`config.mk`:
```
export PLATFORM = sky130hd
export DESIGN_NAME = imap_interrupt_source_map
export DESIGN_NICKNAME = d
export VERILOG_FILES = /design/src/core/imap_pkg.sv /design/src/core/imap_enc_if.sv /design/src/core/imap_interrupt_source_map.sv /design/src/core/imap_prio_enc.sv
export VERILOG_INCLUDE_DIRS = /design/src /design/src/core
export SDC_FILE = /design/constraint.sdc
export NUM_CORES = 1
export LEC_CHECK = 0
export BUFFER_PORTS_ARGS = -buffer_cell sky130_fd_sc_hd__buf_2
export CAP_MARGIN = 20
export CORE_MARGIN = 5
export CORE_UTILIZATION = 47
export CTS_BUF_LIST = sky130_fd_sc_hd__clkbuf_16
export DETAILED_ROUTE_END_ITERATION = 12
export PLACE_DENSITY = 0.77
export SLEW_MARGIN = 20
export SYNTH_ARGS = -nofsm -noshare
export SYNTH_HDL_FRONTEND = slang
export SYNTH_SLANG_ARGS = --single-unit
```
`constraint.sdc`:
```
create_clock -name SYS_CLK -period 1.5 [get_ports SYS_CLK]
set_input_delay 0.15 -clock SYS_CLK [delete_from_list [all_inputs] [get_ports SYS_CLK]]
set_output_delay 0.15 -clock SYS_CLK [all_outputs]
set_load 0.02 [all_outputs]
```
`src/core/imap_defines.svh`:
```
`ifndef IMAP_DEFINES_SVH
`define IMAP_DEFINES_SVH

// request numbers of the lower maskable map
`define IMAP_IRQ_VTIMER_TWO 27
`define IMAP_IRQ_VTIMER_THREE 26
`define IMAP_IRQ_VTIMER_FOUR 25
`define IMAP_IRQ_SSP 24
`define IMAP_IRQ_UART0_TX 23
`define IMAP_IRQ_UART0_CTS 22
`define IMAP_IRQ_CAN1 21
`define IMAP_IRQ_UART1_RX 20
`define IMAP_IRQ_UART1_TX 19
`define IMAP_IRQ_UART2_RX 18
`define IMAP_IRQ_UART2_TX 17
`define IMAP_IRQ_UART3_RX 16
`define IMAP_IRQ_UART3_TX 15
`define IMAP_IRQ_ADC_DONE 13
`define IMAP_IRQ_WAKEUP_0 12
`define IMAP_IRQ_RNG 3
`define IMAP_IRQ_FLASH 1

// widths and reset values
`define IMAP_NUM_W 5
`define IMAP_VEC_W 32
`define IMAP_EN_W 16
`define IMAP_DEPTH_W 8
`define IMAP_RST_VEC 32'h0000_0000
`define IMAP_RST_NUM 5'h00
`define IMAP_RST_DEPTH 8'h00

`endif

```
`src/core/imap_pkg.sv`:
```
`include "imap_defines.svh"

package imap_pkg;
    typedef logic [`IMAP_NUM_W-1:0] imap_irq_num_type;
    typedef logic [`IMAP_VEC_W-1:0] imap_req_vec_type;
    typedef logic [`IMAP_DEPTH_W-1:0] imap_depth_type;
endpackage : imap_pkg

```
`src/core/imap_enc_if.sv`:
```
`timescale 1ns/10ps
`include "imap_defines.svh"

interface imap_enc_if;
    import imap_pkg::*;
    imap_req_vec_type pending;
    logic any;
    imap_irq_num_type num;
    modport enc (input pending, output any, output num);
    modport user (output pending, input any, input num);
endinterface : imap_enc_if

```
`src/core/imap_interrupt_source_map.sv`:
```
`timescale 1ns/10ps
`include "imap_defines.svh"

// Contract
// - non-maskable requests always nest, never disabled
// - handler entry clears global maskable enable
// - load processor register write loads global enable from its I bit
// - each source gated by its own enable
// - no depth limit, only stack availability
// - uart0 tx 23, cts 22, can1 21
// - uart1 rx/tx 20/19, uart2 18/17
// - vtimer four 25, serial peripheral 24
// - vtimer two maps to 27
// - vtimer three maps to 26
// - random number generator maps to 3
module imap_interrupt_source_map
    import imap_pkg::*;
#(
    parameter int DEPTH_W = `IMAP_DEPTH_W
) (
    // clock and reset
    input wire logic SYS_CLK,
    input wire logic RSTN,
    // peripheral request levels
    input wire logic VTIMER_REQUEST_TWO,
    input wire logic VTIMER_REQUEST_THREE,
    input wire logic VTIMER_REQUEST_FOUR,
    input wire logic SSP_REQ,
    input wire logic UART0_TX_REQ,
    input wire logic UART0_CTS_REQ,
    input wire logic CAN1_REQ,
    input wire logic UART1_RX_REQ,
    input wire logic UART1_TX_REQ,
    input wire logic UART2_RX_REQ,
    input wire logic UART2_TX_REQ,
    input wire logic UART3_RX_REQ,
    input wire logic UART3_TX_REQ,
    input wire logic ADC_DONE_REQ,
    input wire logic [7:0] MULTI_INPUT_WAKEUP_UNIT_REQ,
    input wire logic RNG_REQ,
    input wire logic FLASH_REQ,
    input wire logic NMI_REQ_IN,
    // source enables held by the core
    input wire logic [`IMAP_EN_W-1:0] SOURCE_ENABLE_LOW,
    input wire logic [`IMAP_EN_W-1:0] SOURCE_ENABLE_HIGH,
    // core control
    input wire logic LOAD_PROCESSOR_REGISTER_INSTR_WR,
    input wire logic LOAD_PROCESSOR_REGISTER_INSTR_I,
    input wire logic ENTRY_ACK,
    input wire logic HANDLER_RETURN,
    input wire logic RETURN_I,
    input wire logic STACK_AVAIL,
    // requests and status to the core
    output logic INT_REQ,
    output logic [`IMAP_NUM_W-1:0] INT_NUM,
    output logic NMI_REQ,
    output logic GLOBAL_ENABLE,
    output logic [DEPTH_W-1:0] NEST_DEPTH
);
    logic rst_meta_reg;
    logic rst_sync_reg;
    logic rst_n;

    imap_req_vec_type raw_vec;
    imap_req_vec_type en_vec;
    imap_req_vec_type pend_reg, pend_next;
    logic i_bit_reg, i_bit_next;
    logic int_req_reg, int_req_next;
    logic nmi_reg, nmi_next;
    imap_irq_num_type num_reg, num_next;
    logic [DEPTH_W-1:0] depth_reg, depth_next;

    imap_enc_if enc_bus ();

    // reset released through two flops; assertion stays asynchronous
    always_ff @(posedge SYS_CLK or negedge RSTN) begin
        if (!RSTN) begin
            rst_meta_reg <= 1'b0;
            rst_sync_reg <= 1'b0;
        end else begin
            rst_meta_reg <= 1'b1;
            rst_sync_reg <= rst_meta_reg;
        end
    end
    assign rst_n = rst_sync_reg;

    // source map; unused numbers stay zero so a spurious number never appears
    always_comb begin
        raw_vec = `IMAP_RST_VEC;
        raw_vec[`IMAP_IRQ_VTIMER_TWO] = VTIMER_REQUEST_TWO;
        raw_vec[`IMAP_IRQ_VTIMER_THREE] = VTIMER_REQUEST_THREE;
        raw_vec[`IMAP_IRQ_VTIMER_FOUR] = VTIMER_REQUEST_FOUR;
        raw_vec[`IMAP_IRQ_SSP] = SSP_REQ;
        raw_vec[`IMAP_IRQ_UART0_TX] = UART0_TX_REQ;
        raw_vec[`IMAP_IRQ_UART0_CTS] = UART0_CTS_REQ;
        raw_vec[`IMAP_IRQ_CAN1] = CAN1_REQ;
        raw_vec[`IMAP_IRQ_UART1_RX] = UART1_RX_REQ;
        raw_vec[`IMAP_IRQ_UART1_TX] = UART1_TX_REQ;
        raw_vec[`IMAP_IRQ_UART2_RX] = UART2_RX_REQ;
        raw_vec[`IMAP_IRQ_UART2_TX] = UART2_TX_REQ;
        raw_vec[`IMAP_IRQ_UART3_RX] = UART3_RX_REQ;
        raw_vec[`IMAP_IRQ_UART3_TX] = UART3_TX_REQ;
        raw_vec[`IMAP_IRQ_ADC_DONE] = ADC_DONE_REQ;
        for (int w = 0; w < 8; w++) begin
            raw_vec[`IMAP_IRQ_WAKEUP_0 - w] = MULTI_INPUT_WAKEUP_UNIT_REQ[w];
        end
        raw_vec[`IMAP_IRQ_RNG] = RNG_REQ;
        raw_vec[`IMAP_IRQ_FLASH] = FLASH_REQ;
    end

    assign en_vec = {SOURCE_ENABLE_HIGH, SOURCE_ENABLE_LOW};

    assign enc_bus.pending = pend_reg;

    imap_prio_enc #(
        .WIDTH(`IMAP_VEC_W)
    ) u_enc (
        .bus(enc_bus)
    );

    always_comb begin
        pend_next = raw_vec & en_vec;
        nmi_next = NMI_REQ_IN;
        num_next = enc_bus.num;
        // no depth ceiling: stack space and the global enable hold off new maskable entries
        int_req_next = enc_bus.any && i_bit_reg && STACK_AVAIL && !ENTRY_ACK;
        i_bit_next = i_bit_reg;
        depth_next = depth_reg;
        if (LOAD_PROCESSOR_REGISTER_INSTR_WR) begin
            i_bit_next = LOAD_PROCESSOR_REGISTER_INSTR_I;
        end
        if (HANDLER_RETURN) begin
            i_bit_next = RETURN_I;
            if (depth_reg != '0) begin
                depth_next = depth_reg - DEPTH_W'(1);
            end
        end
        // entry beats a same-cycle write: the new handler must start masked
        if (ENTRY_ACK) begin
            i_bit_next = 1'b0;
            depth_next = depth_reg + DEPTH_W'(1);
            if (HANDLER_RETURN) begin
                depth_next = depth_reg;
            end
        end
    end

    always_ff @(posedge SYS_CLK or negedge rst_n) begin
        if (!rst_n) begin
            pend_reg <= `IMAP_RST_VEC;
            nmi_reg <= 1'b0;
            num_reg <= `IMAP_RST_NUM;
            int_req_reg <= 1'b0;
            i_bit_reg <= 1'b0;
            depth_reg <= '0;
        end else begin
            pend_reg <= pend_next;
            nmi_reg <= nmi_next;
            num_reg <= num_next;
            int_req_reg <= int_req_next;
            i_bit_reg <= i_bit_next;
            depth_reg <= depth_next;
        end
    end

    assign INT_REQ = int_req_reg;
    assign INT_NUM = num_reg;
    assign NMI_REQ = nmi_reg;
    assign GLOBAL_ENABLE = i_bit_reg;
    assign NEST_DEPTH = depth_reg;

    // non-maskable request ignores the global enable and the depth
    chk_nmi_always_passes: assert property (@(posedge SYS_CLK) disable iff (!rst_n)
        rst_n && NMI_REQ_IN |=> NMI_REQ)
        else $error("nmi request not forwarded");

    chk_entry_masks_next: assert property (@(posedge SYS_CLK) disable iff (!rst_n)
        ENTRY_ACK |=> !GLOBAL_ENABLE ##1 !INT_REQ)
        else $error("maskable requests not blocked after entry");

    chk_load_sets_enable: assert property (@(posedge SYS_CLK) disable iff (!rst_n)
        (rst_n && LOAD_PROCESSOR_REGISTER_INSTR_WR && LOAD_PROCESSOR_REGISTER_INSTR_I
         && !ENTRY_ACK && !HANDLER_RETURN) |=> GLOBAL_ENABLE)
        else $error("global enable not set by load write");

    chk_disabled_source_quiet: assert property (@(posedge SYS_CLK) disable iff (!rst_n)
        (en_vec == '0) ##1 (en_vec == '0) |=> !INT_REQ)
        else $error("disabled sources raised a request");

    chk_depth_counts_up: assert property (@(posedge SYS_CLK) disable iff (!rst_n)
        (rst_n && ENTRY_ACK && !HANDLER_RETURN) |=> NEST_DEPTH == $past(NEST_DEPTH) + 1'b1)
        else $error("nesting depth not advanced");

    chk_no_stack_no_req: assert property (@(posedge SYS_CLK) disable iff (!rst_n)
        !STACK_AVAIL |=> !INT_REQ)
        else $error("request raised without stack space");

    chk_uart0_map: assert property (@(posedge SYS_CLK) disable iff (!rst_n)
        $past(rst_n) |-> pend_reg[23:21] == $past({UART0_TX_REQ, UART0_CTS_REQ, CAN1_REQ}
            & SOURCE_ENABLE_HIGH[7:5]))
        else $error("uart0 or can1 mapping wrong");

    chk_uart12_map: assert property (@(posedge SYS_CLK) disable iff (!rst_n)
        $past(rst_n) |-> pend_reg[20:17] == $past({UART1_RX_REQ, UART1_TX_REQ, UART2_RX_REQ,
            UART2_TX_REQ} & SOURCE_ENABLE_HIGH[4:1]))
        else $error("uart1 or uart2 mapping wrong");

    chk_timer_map: assert property (@(posedge SYS_CLK) disable iff (!rst_n)
        $past(rst_n) |-> pend_reg[27:24] == $past({VTIMER_REQUEST_TWO, VTIMER_REQUEST_THREE,
            VTIMER_REQUEST_FOUR, SSP_REQ} & SOURCE_ENABLE_HIGH[11:8]))
        else $error("timer or serial peripheral mapping wrong");

    chk_vtimer_two_num: assert property (@(posedge SYS_CLK) disable iff (!rst_n)
        $past(pend_reg[27]) |-> INT_NUM == 5'h1B)
        else $error("timer request two not number 27");

    chk_vtimer_three_num: assert property (@(posedge SYS_CLK) disable iff (!rst_n)
        $past(pend_reg[27:26] == 2'h1) |-> INT_NUM == 5'h1A)
        else $error("timer request three not number 26");

    chk_rng_map: assert property (@(posedge SYS_CLK) disable iff (!rst_n)
        $past(rst_n) |-> pend_reg[3] == $past(RNG_REQ & SOURCE_ENABLE_LOW[3]))
        else $error("random generator mapping wrong");

    chk_rest_map: assert property (@(posedge SYS_CLK) disable iff (!rst_n)
        $past(rst_n) |-> pend_reg[16:12] == $past({UART3_RX_REQ, UART3_TX_REQ, 1'b0,
            ADC_DONE_REQ, MULTI_INPUT_WAKEUP_UNIT_REQ[0]}
            & {SOURCE_ENABLE_HIGH[0], SOURCE_ENABLE_LOW[15:12]})
        && pend_reg[31:28] == 4'h0 && pend_reg[4] == 1'b0 && pend_reg[2] == 1'b0
        && pend_reg[0] == 1'b0 && pend_reg[14] == 1'b0)
        else $error("remaining map or unused numbers wrong");
endmodule : imap_interrupt_source_map

```
`src/core/imap_prio_enc.sv`:
```
`timescale 1ns/10ps
`include "imap_defines.svh"

// highest request number wins among pending sources
module imap_prio_enc
    import imap_pkg::*;
#(
    parameter int WIDTH = `IMAP_VEC_W
) (
    imap_enc_if.enc bus
);
    always_comb begin
        bus.any = 1'b0;
        bus.num = `IMAP_RST_NUM;
        for (int i = 0; i < WIDTH; i++) begin
            if (bus.pending[i]) begin
                bus.any = 1'b1;
                bus.num = imap_irq_num_type'(i);
            end
        end
    end
endmodule : imap_prio_enc

```
==> impl_metrics.ini, run 1 <==
[cells_and_area]
largest_reg_flops = 24
final_cell_mix = buf_2 (72), dfrtp_1 (37), buf_4 (30)
final_area_sq_mm = 0.00287
syn2layout_area_growth_pct = 52.3
mostFrequentLayoutCell = buf_2
drive_above_1_share = 0.505
finalNonFillerCells = 331
antennaDiodeCount = 0
final_util = 0.729
layout.nets = 352

[clocking]
clk_pin_slew_ns = 0.06
cts_max_path_buffers = 2
clock_latency_ns = 0.28
cts_tree = yes
cts_sinks = 42
cts_root_buf = clkbuf_16
cts_inserted_buffers = 5
h-tree-depth = 2

[power_and_ir_drop]
p_leak_nw = 1.38
peakVddDrop_mv = 0.937
p_per_area_mw_per_mm2 = 1630

[logic_synthesis]
synth_area_sq_mm = 0.00189
synth_fp_nets = 241
postSynthAreaPerCell_sq_um = 11.2
synth-seq-cells = 42
ys_seq_area_frac = 0.557
ys_warn_count = 0
syn-instance-count = 169
synth_cell_types = 38

[global_route]
grt_max_degree = 26
grt_pass1_vias = 1678
grt_pass1_wl_microns = 7530
track_usage = 0.187
gr-total-overflow = 0
antenna_found_initial = 0

[floorplan]
die_w_microns = 73.4
rows = 23
core_sq_mm = 0.00394
dieArea_sq_mm = 0.00538
start_util = 0.479
die_h_microns = 73.4
io_pins = 81

[drt]
num_vias = 1688
antenna_left = 0
via_per_inst = 5.10
detail_route.wirelength_microns = 4610
initialDrtViolationCount = 89
drc = 0
drt_first_pass_iters = 5
wl_per_cell_microns = 13.9

[timing]
finalHoldViolCount = 0
period_minus_slack_ns = 1.98
period_share = 1.32
slew_viol_final = 0
rsz0062_at_grt = true
fmax_mhz = 504
setup_viol = 8
setup_tns_ns = -2.11
fin_skew_ns = 0.00424
setup_ws_ns = -0.484

[critical_path]
critPathSlowestCell = dfrtp_2
path_cells = ha_4, a211oi_2, o21ai_1, a31oi_2, mux2_4, a221o_1
worstSetupPathType = reg2reg
crit_path_end = NEST_DEPTH[7]$_DFFE_PN0P_
crit_start = NEST_DEPTH[1]$_DFFE_PN0P_
crit_buf_inv = 0
endpoint_kind = flip-flop
cp_slowest_stage_delay_ns = 0.43
critPathTopFamily = compound AO/OA/AOI/OAI gates
reg2reg_to = NEST_DEPTH[7]$_DFFE_PN0P_
required_ns = 1.67
arrival_ns = 2.15
r2r-start = NEST_DEPTH[1]$_DFFE_PN0P_
r2r_slack_ns = -0.48
start_kind = flip-flop
path_max_fanout = 2
worst-path-stages = 6
reg2reg_depth = 6

[placed_design]
gp_congestion = 0.836
port_buffers = 72
dpl_cell_area_sq_mm = 0.00258
place.detailed.hpwl_microns = 3430
dp_cells = 319

[hold_path]
hold_depth = 2
hold_path.class = in2reg

[outcome]
violations = setup timing
status = complete, but fails checks

[run]
cap_violations = 0
## how the worst min path moves through the flow
stage          slack, ns                             to                  start
2_1_floorplan      -0.15         rst_meta_reg$_DFF_PN0_                   RSTN
3_3_place_gp       -0.06         rst_meta_reg$_DFF_PN0_                   RSTN
3_5_place_dp       -0.06         rst_meta_reg$_DFF_PN0_                   RSTN
4_1_cts             0.07   enc_bus.pending[9]$_DFF_PN0_   SOURCE_ENABLE_LOW[9]
5_1_grt             0.06  enc_bus.pending[13]$_DFF_PN0_  SOURCE_ENABLE_LOW[13]
6_report            0.07  enc_bus.pending[10]$_DFF_PN0_  SOURCE_ENABLE_LOW[10]
## cell usage after synthesis (all sizes together)
cell	instances	area [sq um]
xor2	3	26.3
nand3	5	25.0
o21a	1	7.51
dfrtp	42	1050
nor2	13	48.8
fa	1	20.0
inv	5	18.8
o41ai	1	8.76
a31oi	2	12.5
o2111a	1	11.3
ha	6	75.1
a221oi	1	8.76
o2111ai	1	8.76
or3	1	6.26
a21oi	9	45.0
and2	24	150
a221o	1	10.0
o21ai	7	38.8
nor2b	1	6.26
nor3	3	15.0
a22o	1	10.0
clkbuf	1	3.75
nand2	9	33.8
xnor2	3	26.3
nand4	1	6.26
o31ai	1	7.51
mux2i	1	10.0
mux2	7	78.8
o211ai	2	15.0
nor4	7	43.8
conb	1	3.75
a211oi	3	22.5
o21bai	2	15.0
a21o	2	16.3
## worst reg2reg max path: cells and delay by family, from the launching register on
family	cells	cell delay, ns
muxes	1	0.33
AOI/OAI and AO/OA	4	0.89
DFF	1	0.43
adders and majority gates	1	0.23
## timing repair
action,4_1_cts,5_1_grt
hold buffers,2,0
pin swaps,9,4
endpoints found under the setup margin,8,9
resized for setup,9,10
buffers inserted,2,1
hold endpoints to repair,3,0
## stage by stage
stage	hold slack [ns]	total power [mW]	setup slack, ns
global placement	-0.0616	3.28	-0.545
global route	0.0623	4.97	-0.542
detailed placement	-0.0605	3.34	-0.617
CTS	0.0655	4.58	-0.452
finish	0.0684	4.69	-0.484
floorplan	-0.146	2.51	-0.470
## layer usage
metal	global-route usage	wire length, microns	vias to the layer above
li1	-	-	820
met1	0.229	1810	776
met2	0.297	2300	83
met3	0.0561	399	9
met4	0.0966	103	0
met5	0	0	-
## report_power, final
group | switching, mW | total, mW | internal, mW | leakage (nW)
Combinational | 0.990 | 2.16 | 1.17 | 0.802
Sequential | 0.154 | 1.47 | 1.32 | 0.514
Clock | 0.437 | 1.06 | 0.621 | 0.0664
Total | 1.58 | 4.69 | 3.11 | 1.38
## logic make-up after synthesis
group                    count (synthesis)  synth area share
XOR/XNOR                                 6            0.0279
other                                    1           0.00199
multiplexers                             8            0.0471
adder cells (fa/ha/maj)                  7            0.0504
AO/OA/AOI/OAI                           35             0.126
flip-flops                              42             0.557
buffers and inverters                    6            0.0119
AND/OR/NAND/NOR                         64             0.178
## cell type report
| type | count | area [sq um] |
|---|---|---|
| multi-input combinational | 121 | 966 |
| tap | 50 | 62.6 |
| timing repair buffer | 105 | 617 |
| sequential | 42 | 1060 |
| fill | 267 | 1070 |
| clock buffer | 5 | 125 |
| clock inverter | 3 | 23.8 |
| inverter | 5 | 22.5 |
Note: power is estimated with default switching activity, not from simulation.
==> inputs of run 2 (changes only) <==
--- a/config.mk
+++ b/config.mk
@@ -12,6 +12,7 @@
 export CORE_UTILIZATION = 47
 export CTS_BUF_LIST = sky130_fd_sc_hd__clkbuf_16
 export DETAILED_ROUTE_END_ITERATION = 12
+export GPL_TIMING_DRIVEN = 0
 export PLACE_DENSITY = 0.77
 export SLEW_MARGIN = 20
 export SYNTH_ARGS = -nofsm -noshare
==> impl_metrics.ini, run 2 (same netlist as run 1, synthesis figures left out) <==
[power_and_ir_drop]
p_per_area_mw_per_mm2 = 1560
peakVddDrop_mv = 1.11
total_power_mw = 4.25
p_leak_nw = 1.28

[global_route]
grt_max_degree = 25
gr-total-overflow = 0
grt_pass1_vias = 1500
grt_pass1_wl_microns = 6620
antenna_found_initial = 0
track_usage = 0.160

[floorplan]
die_w_microns = 73.4
die_h_microns = 73.4
dieArea_sq_mm = 0.00538
io_pins = 81
rows = 23
start_util = 0.479
core_sq_mm = 0.00394

[drt]
drc = 0
wl_per_cell_microns = 13.3
detail_route.wirelength_microns = 4150
drt_first_pass_iters = 4
met2RoutedLength_microns = 2040
highest_layer = met4
antenna_left = 0
wl_met3_microns = 401
num_vias = 1582
initialDrtViolationCount = 94
met1Wirelength_microns = 1640
via_per_inst = 5.07

[cells_and_area]
drive_above_1_share = 0.450
antennaDiodeCount = 0
final_cell_mix = buf_2 (71), dfrtp_1 (36), and2_1 (24)
syn2layout_area_growth_pct = 44.2
final_util = 0.690
final_area_sq_mm = 0.00272
mostFrequentLayoutCell = buf_2
layout.nets = 333
largest_reg_flops = 24

[timing]
slew_viol_final = 0
period_share = 1.34
setup_ws_ns = -0.505
period_minus_slack_ns = 2.00
rsz0062_at_grt = true
finalHoldViolCount = 0
fin_skew_ns = 0.00212
setup_tns_ns = -2.08
fmax_mhz = 499
setup_viol = 8

[outcome]
violations = setup timing
status = complete, but fails checks

[clocking]
cts_tree = yes
cts_root_buf = clkbuf_16
cts_sinks = 42
clk_pin_slew_ns = 0.05
cts_max_path_buffers = 2
clock_latency_ns = 0.28
h-tree-depth = 2
cts_inserted_buffers = 5

[hold_path]
hold_path.class = in2reg
hold_depth = 2

[critical_path]
path_cells = ha_4, a211oi_4, o21ai_2, a31oi_4, mux2_4, a221o_1
path_max_fanout = 4
endpoint_kind = flip-flop
reg2reg_depth = 6
critPathSlowestCell = dfrtp_2
arrival_ns = 2.16
start_kind = flip-flop
worstSetupPathType = reg2reg
required_ns = 1.65
cp_slowest_stage_delay_ns = 0.44

[placed_design]
dpl_cell_area_sq_mm = 0.00239
gp_congestion = 0.808
place.detailed.hpwl_microns = 3130
place_worst_setup_slack_ns = -0.843
port_buffers = 71

[run]
cap_violations = 0
## run 2: cell count changes in the layout (fill, tap and decap cells not counted), sizes merged
cell	previous run	this run
buf	103	83
clkinv	0	2
clkinvlp	3	1
clkbuf	5	6
## run 2: repair_timing
item	CTS	global route
hold buffers	2	0
setup buffers	9	2
gates cloned	0	0
resized for setup	4	10
setup endpoints to repair	8	9
endpoints found under the hold margin	3	0
pin swaps	1	4
## run 2: worst max-delay path, delay by kind of cell, from the launching register on
family / cells / cell delay (ns)
compound gates: 4 / 0.87
mux: 1 / 0.32
fa+ha+maj: 1 / 0.26
flops: 1 / 0.44
## run 2: metrics by stage
step,instances,hold WS [ns]
global placement,290,-0.0628
floorplan,169,-0.146
global route,312,0.0689
finish,312,0.0755
detailed placement,291,-0.0629
CTS,310,0.0717
## run 2: final cells by class
cell class                 instances  area, sq um
buffer                             1         3.75
sequential                        42         1060
clock buffer                       5          125
tap                               50         62.6
timing repair buffer              85          493
clock inverter                     3         12.5
inverter                           5         22.5
multi-input combinational        121          942
fill                             293         1220
## run 2: final timing paths
kind	slack (ns)	endpoint	from
setup reg to reg	-0.50	NEST_DEPTH[7]$_DFFE_PN0P_	NEST_DEPTH[1]$_DFFE_PN0P_
max in group asynchronous	0.85	enc_bus.pending[27]$_DFF_PN0_	rst_n$_DFF_PN0_
hold reg to reg	0.20	NEST_DEPTH[2]$_DFFE_PN0P_	rst_n$_DFF_PN0_
setup / recovery	-0.50	NEST_DEPTH[7]$_DFFE_PN0P_	NEST_DEPTH[1]$_DFFE_PN0P_
hold / removal	0.08	enc_bus.pending[13]$_DFF_PN0_	SOURCE_ENABLE_LOW[13]
min in group asynchronous	0.18	rst_n$_DFF_PN0_	RSTN
## run 2: metal layers
layer,up-vias,GRT usage
met1,723,0.211
met3,7,0.0451
met2,68,0.246
li1,784,-
met4,0,0.0724
met5,-,0
## run 2: where the power goes
part	leakage (nW)	internal (mW)	switching [mW]	total [mW]
clock	0.0724	0.600	0.377	0.977
sequential	0.513	1.32	0.227	1.54
combinational	0.694	0.918	0.807	1.72
==> inputs of run 3 (changes only) <==
--- a/config.mk
+++ b/config.mk
@@ -13,6 +13,7 @@
 export CTS_BUF_LIST = sky130_fd_sc_hd__clkbuf_16
 export DETAILED_ROUTE_END_ITERATION = 12
 export GPL_TIMING_DRIVEN = 0
+export MAX_ROUTING_LAYER = met4
 export PLACE_DENSITY = 0.77
 export SLEW_MARGIN = 20
 export SYNTH_ARGS = -nofsm -noshare
==> impl_metrics.ini, run 3 (same netlist as run 1, synthesis figures left out) <==
[outcome]
status = complete, but fails checks
violations = setup timing

[critical_path]
path_max_fanout = 4
arrival_ns = 2.16
crit_start = NEST_DEPTH[1]$_DFFE_PN0P_
endpoint_kind = flip-flop
required_ns = 1.66
start_kind = flip-flop
worstSetupPathType = reg2reg
r2r-start = NEST_DEPTH[1]$_DFFE_PN0P_

[global_route]
grt_pass1_vias = 1499
antenna_found_initial = 0
track_usage = 0.165
grt_pass1_wl_microns = 6630
grt_max_degree = 25
gr-total-overflow = 0

[floorplan]
io_pins = 81
die_h_microns = 73.4
die_w_microns = 73.4
core_sq_mm = 0.00394
rows = 23
start_util = 0.479
dieArea_sq_mm = 0.00538

[clocking]
cts_tree = yes
cts_sinks = 42
cts_root_buf = clkbuf_16
clock_latency_ns = 0.28
cts_inserted_buffers = 5
h-tree-depth = 2
cts_max_path_buffers = 2
clk_pin_slew_ns = 0.05

[drt]
detail_route.wirelength_microns = 4160
num_vias = 1582
drc = 0
initialDrtViolationCount = 98
antenna_left = 0
via_per_inst = 5.07
wl_per_cell_microns = 13.3
drt_first_pass_iters = 4

[cells_and_area]
mostFrequentLayoutCell = buf_2
fill_cells = 293
multi_input_area_sq_um = 942
finalNonFillerCells = 312
final_cell_mix = buf_2 (71), dfrtp_1 (36), and2_1 (24)
seqCellArea_sq_mm = 0.00106
largest_reg_flops = 24
antennaDiodeCount = 0
syn2layout_area_growth_pct = 44.2
layout.nets = 333
drive_above_1_share = 0.450

[run]
cap_violations = 0

[timing]
slew_viol_final = 0
setup_viol = 8
fin_skew_ns = 0.00212
period_minus_slack_ns = 2.00
rsz0062_at_grt = true
setup_ws_ns = -0.505
fmax_mhz = 499
period_share = 1.34
setup_tns_ns = -2.08
whs_ns = 0.0751
finalHoldViolCount = 0

[power_and_ir_drop]
total_power_mw = 4.25
p_leak_nw = 1.28
p_per_area_mw_per_mm2 = 1560
peakVddDrop_mv = 1.11

[placed_design]
dp_cells = 291
port_buffers = 71
gp_congestion = 0.820
place.detailed.hpwl_microns = 3130

[hold_path]
hp-start = SOURCE_ENABLE_LOW[13]
hold_path.class = in2reg
[run 3: cell counts in the layout (fill, tap and decap cells not counted)]
Identical to the previous run, type by type.
[run 3: path summary, 6_finish.rpt]
check	endpoint	slack, ns	depth (start not counted)
min	enc_bus.pending[13]$_DFF_PN0_	0.08	2
max reg2reg	NEST_DEPTH[7]$_DFFE_PN0P_	-0.50	6
min reg2reg	NEST_DEPTH[2]$_DFFE_PN0P_	0.20	0
min in group asynchronous	rst_n$_DFF_PN0_	0.18	2
max	NEST_DEPTH[7]$_DFFE_PN0P_	-0.50	6
max in group asynchronous	enc_bus.pending[27]$_DFF_PN0_	0.85	1
[run 3: report_power, final]
group	total, mW	internal, mW	switching, mW
clock network	0.978	0.600	0.378
registers	1.54	1.32	0.227
logic	1.72	0.918	0.807
total	4.25	2.84	1.41
[run 3: layout make-up]
cell class                      instances  area share
Clock buffer                            5      0.0460
Clock inverter                          3     0.00460
Buffer                                  1     0.00138
Tap cell                               50      0.0230
Inverter                                5     0.00828
Sequential cell                        42       0.389
Multi-Input combinational cell        121       0.346
Timing Repair Buffer                   85       0.181
[run 3: routing by layer]
layer | wire, microns | share of wire | global-route usage | vias to the layer above
li1 | - | - | - | 784
met1 | 1670 | 0.40 | 0.216 | 723
met2 | 2040 | 0.49 | 0.246 | 68
met3 | 377 | 0.091 | 0.0383 | 7
met4 | 70 | 0.017 | 0.0724 | 0
met5 | 0 | 0 | - | -
[run 3: per-stage QoR]
stage / util / setup slack (ns) / instance area (sq um)
floorplan: - / -0.470 / 1950
global placement: 0.599 / -0.784 / 2360
detailed placement: 0.607 / -0.843 / 2390
CTS: 0.669 / -0.522 / 2640
global route: 0.690 / -0.584 / 2720
finish: 0.690 / -0.505 / 2720
[run 3: repair_timing]
action,in CTS,in global routing
pin swaps,1,4
setup buffers,9,2
hold buffers,2,0
endpoints found under the hold margin,3,0
setup endpoints to repair,8,9
gates resized for setup,4,10
[run 3: critical path, cell delays in order (launching register included)]
cell and delay (ns):
dfrtp_2 0.44, ha_4 0.26, a211oi_4 0.23, o21ai_2 0.11
a31oi_4 0.20, mux2_4 0.32, a221o_1 0.33
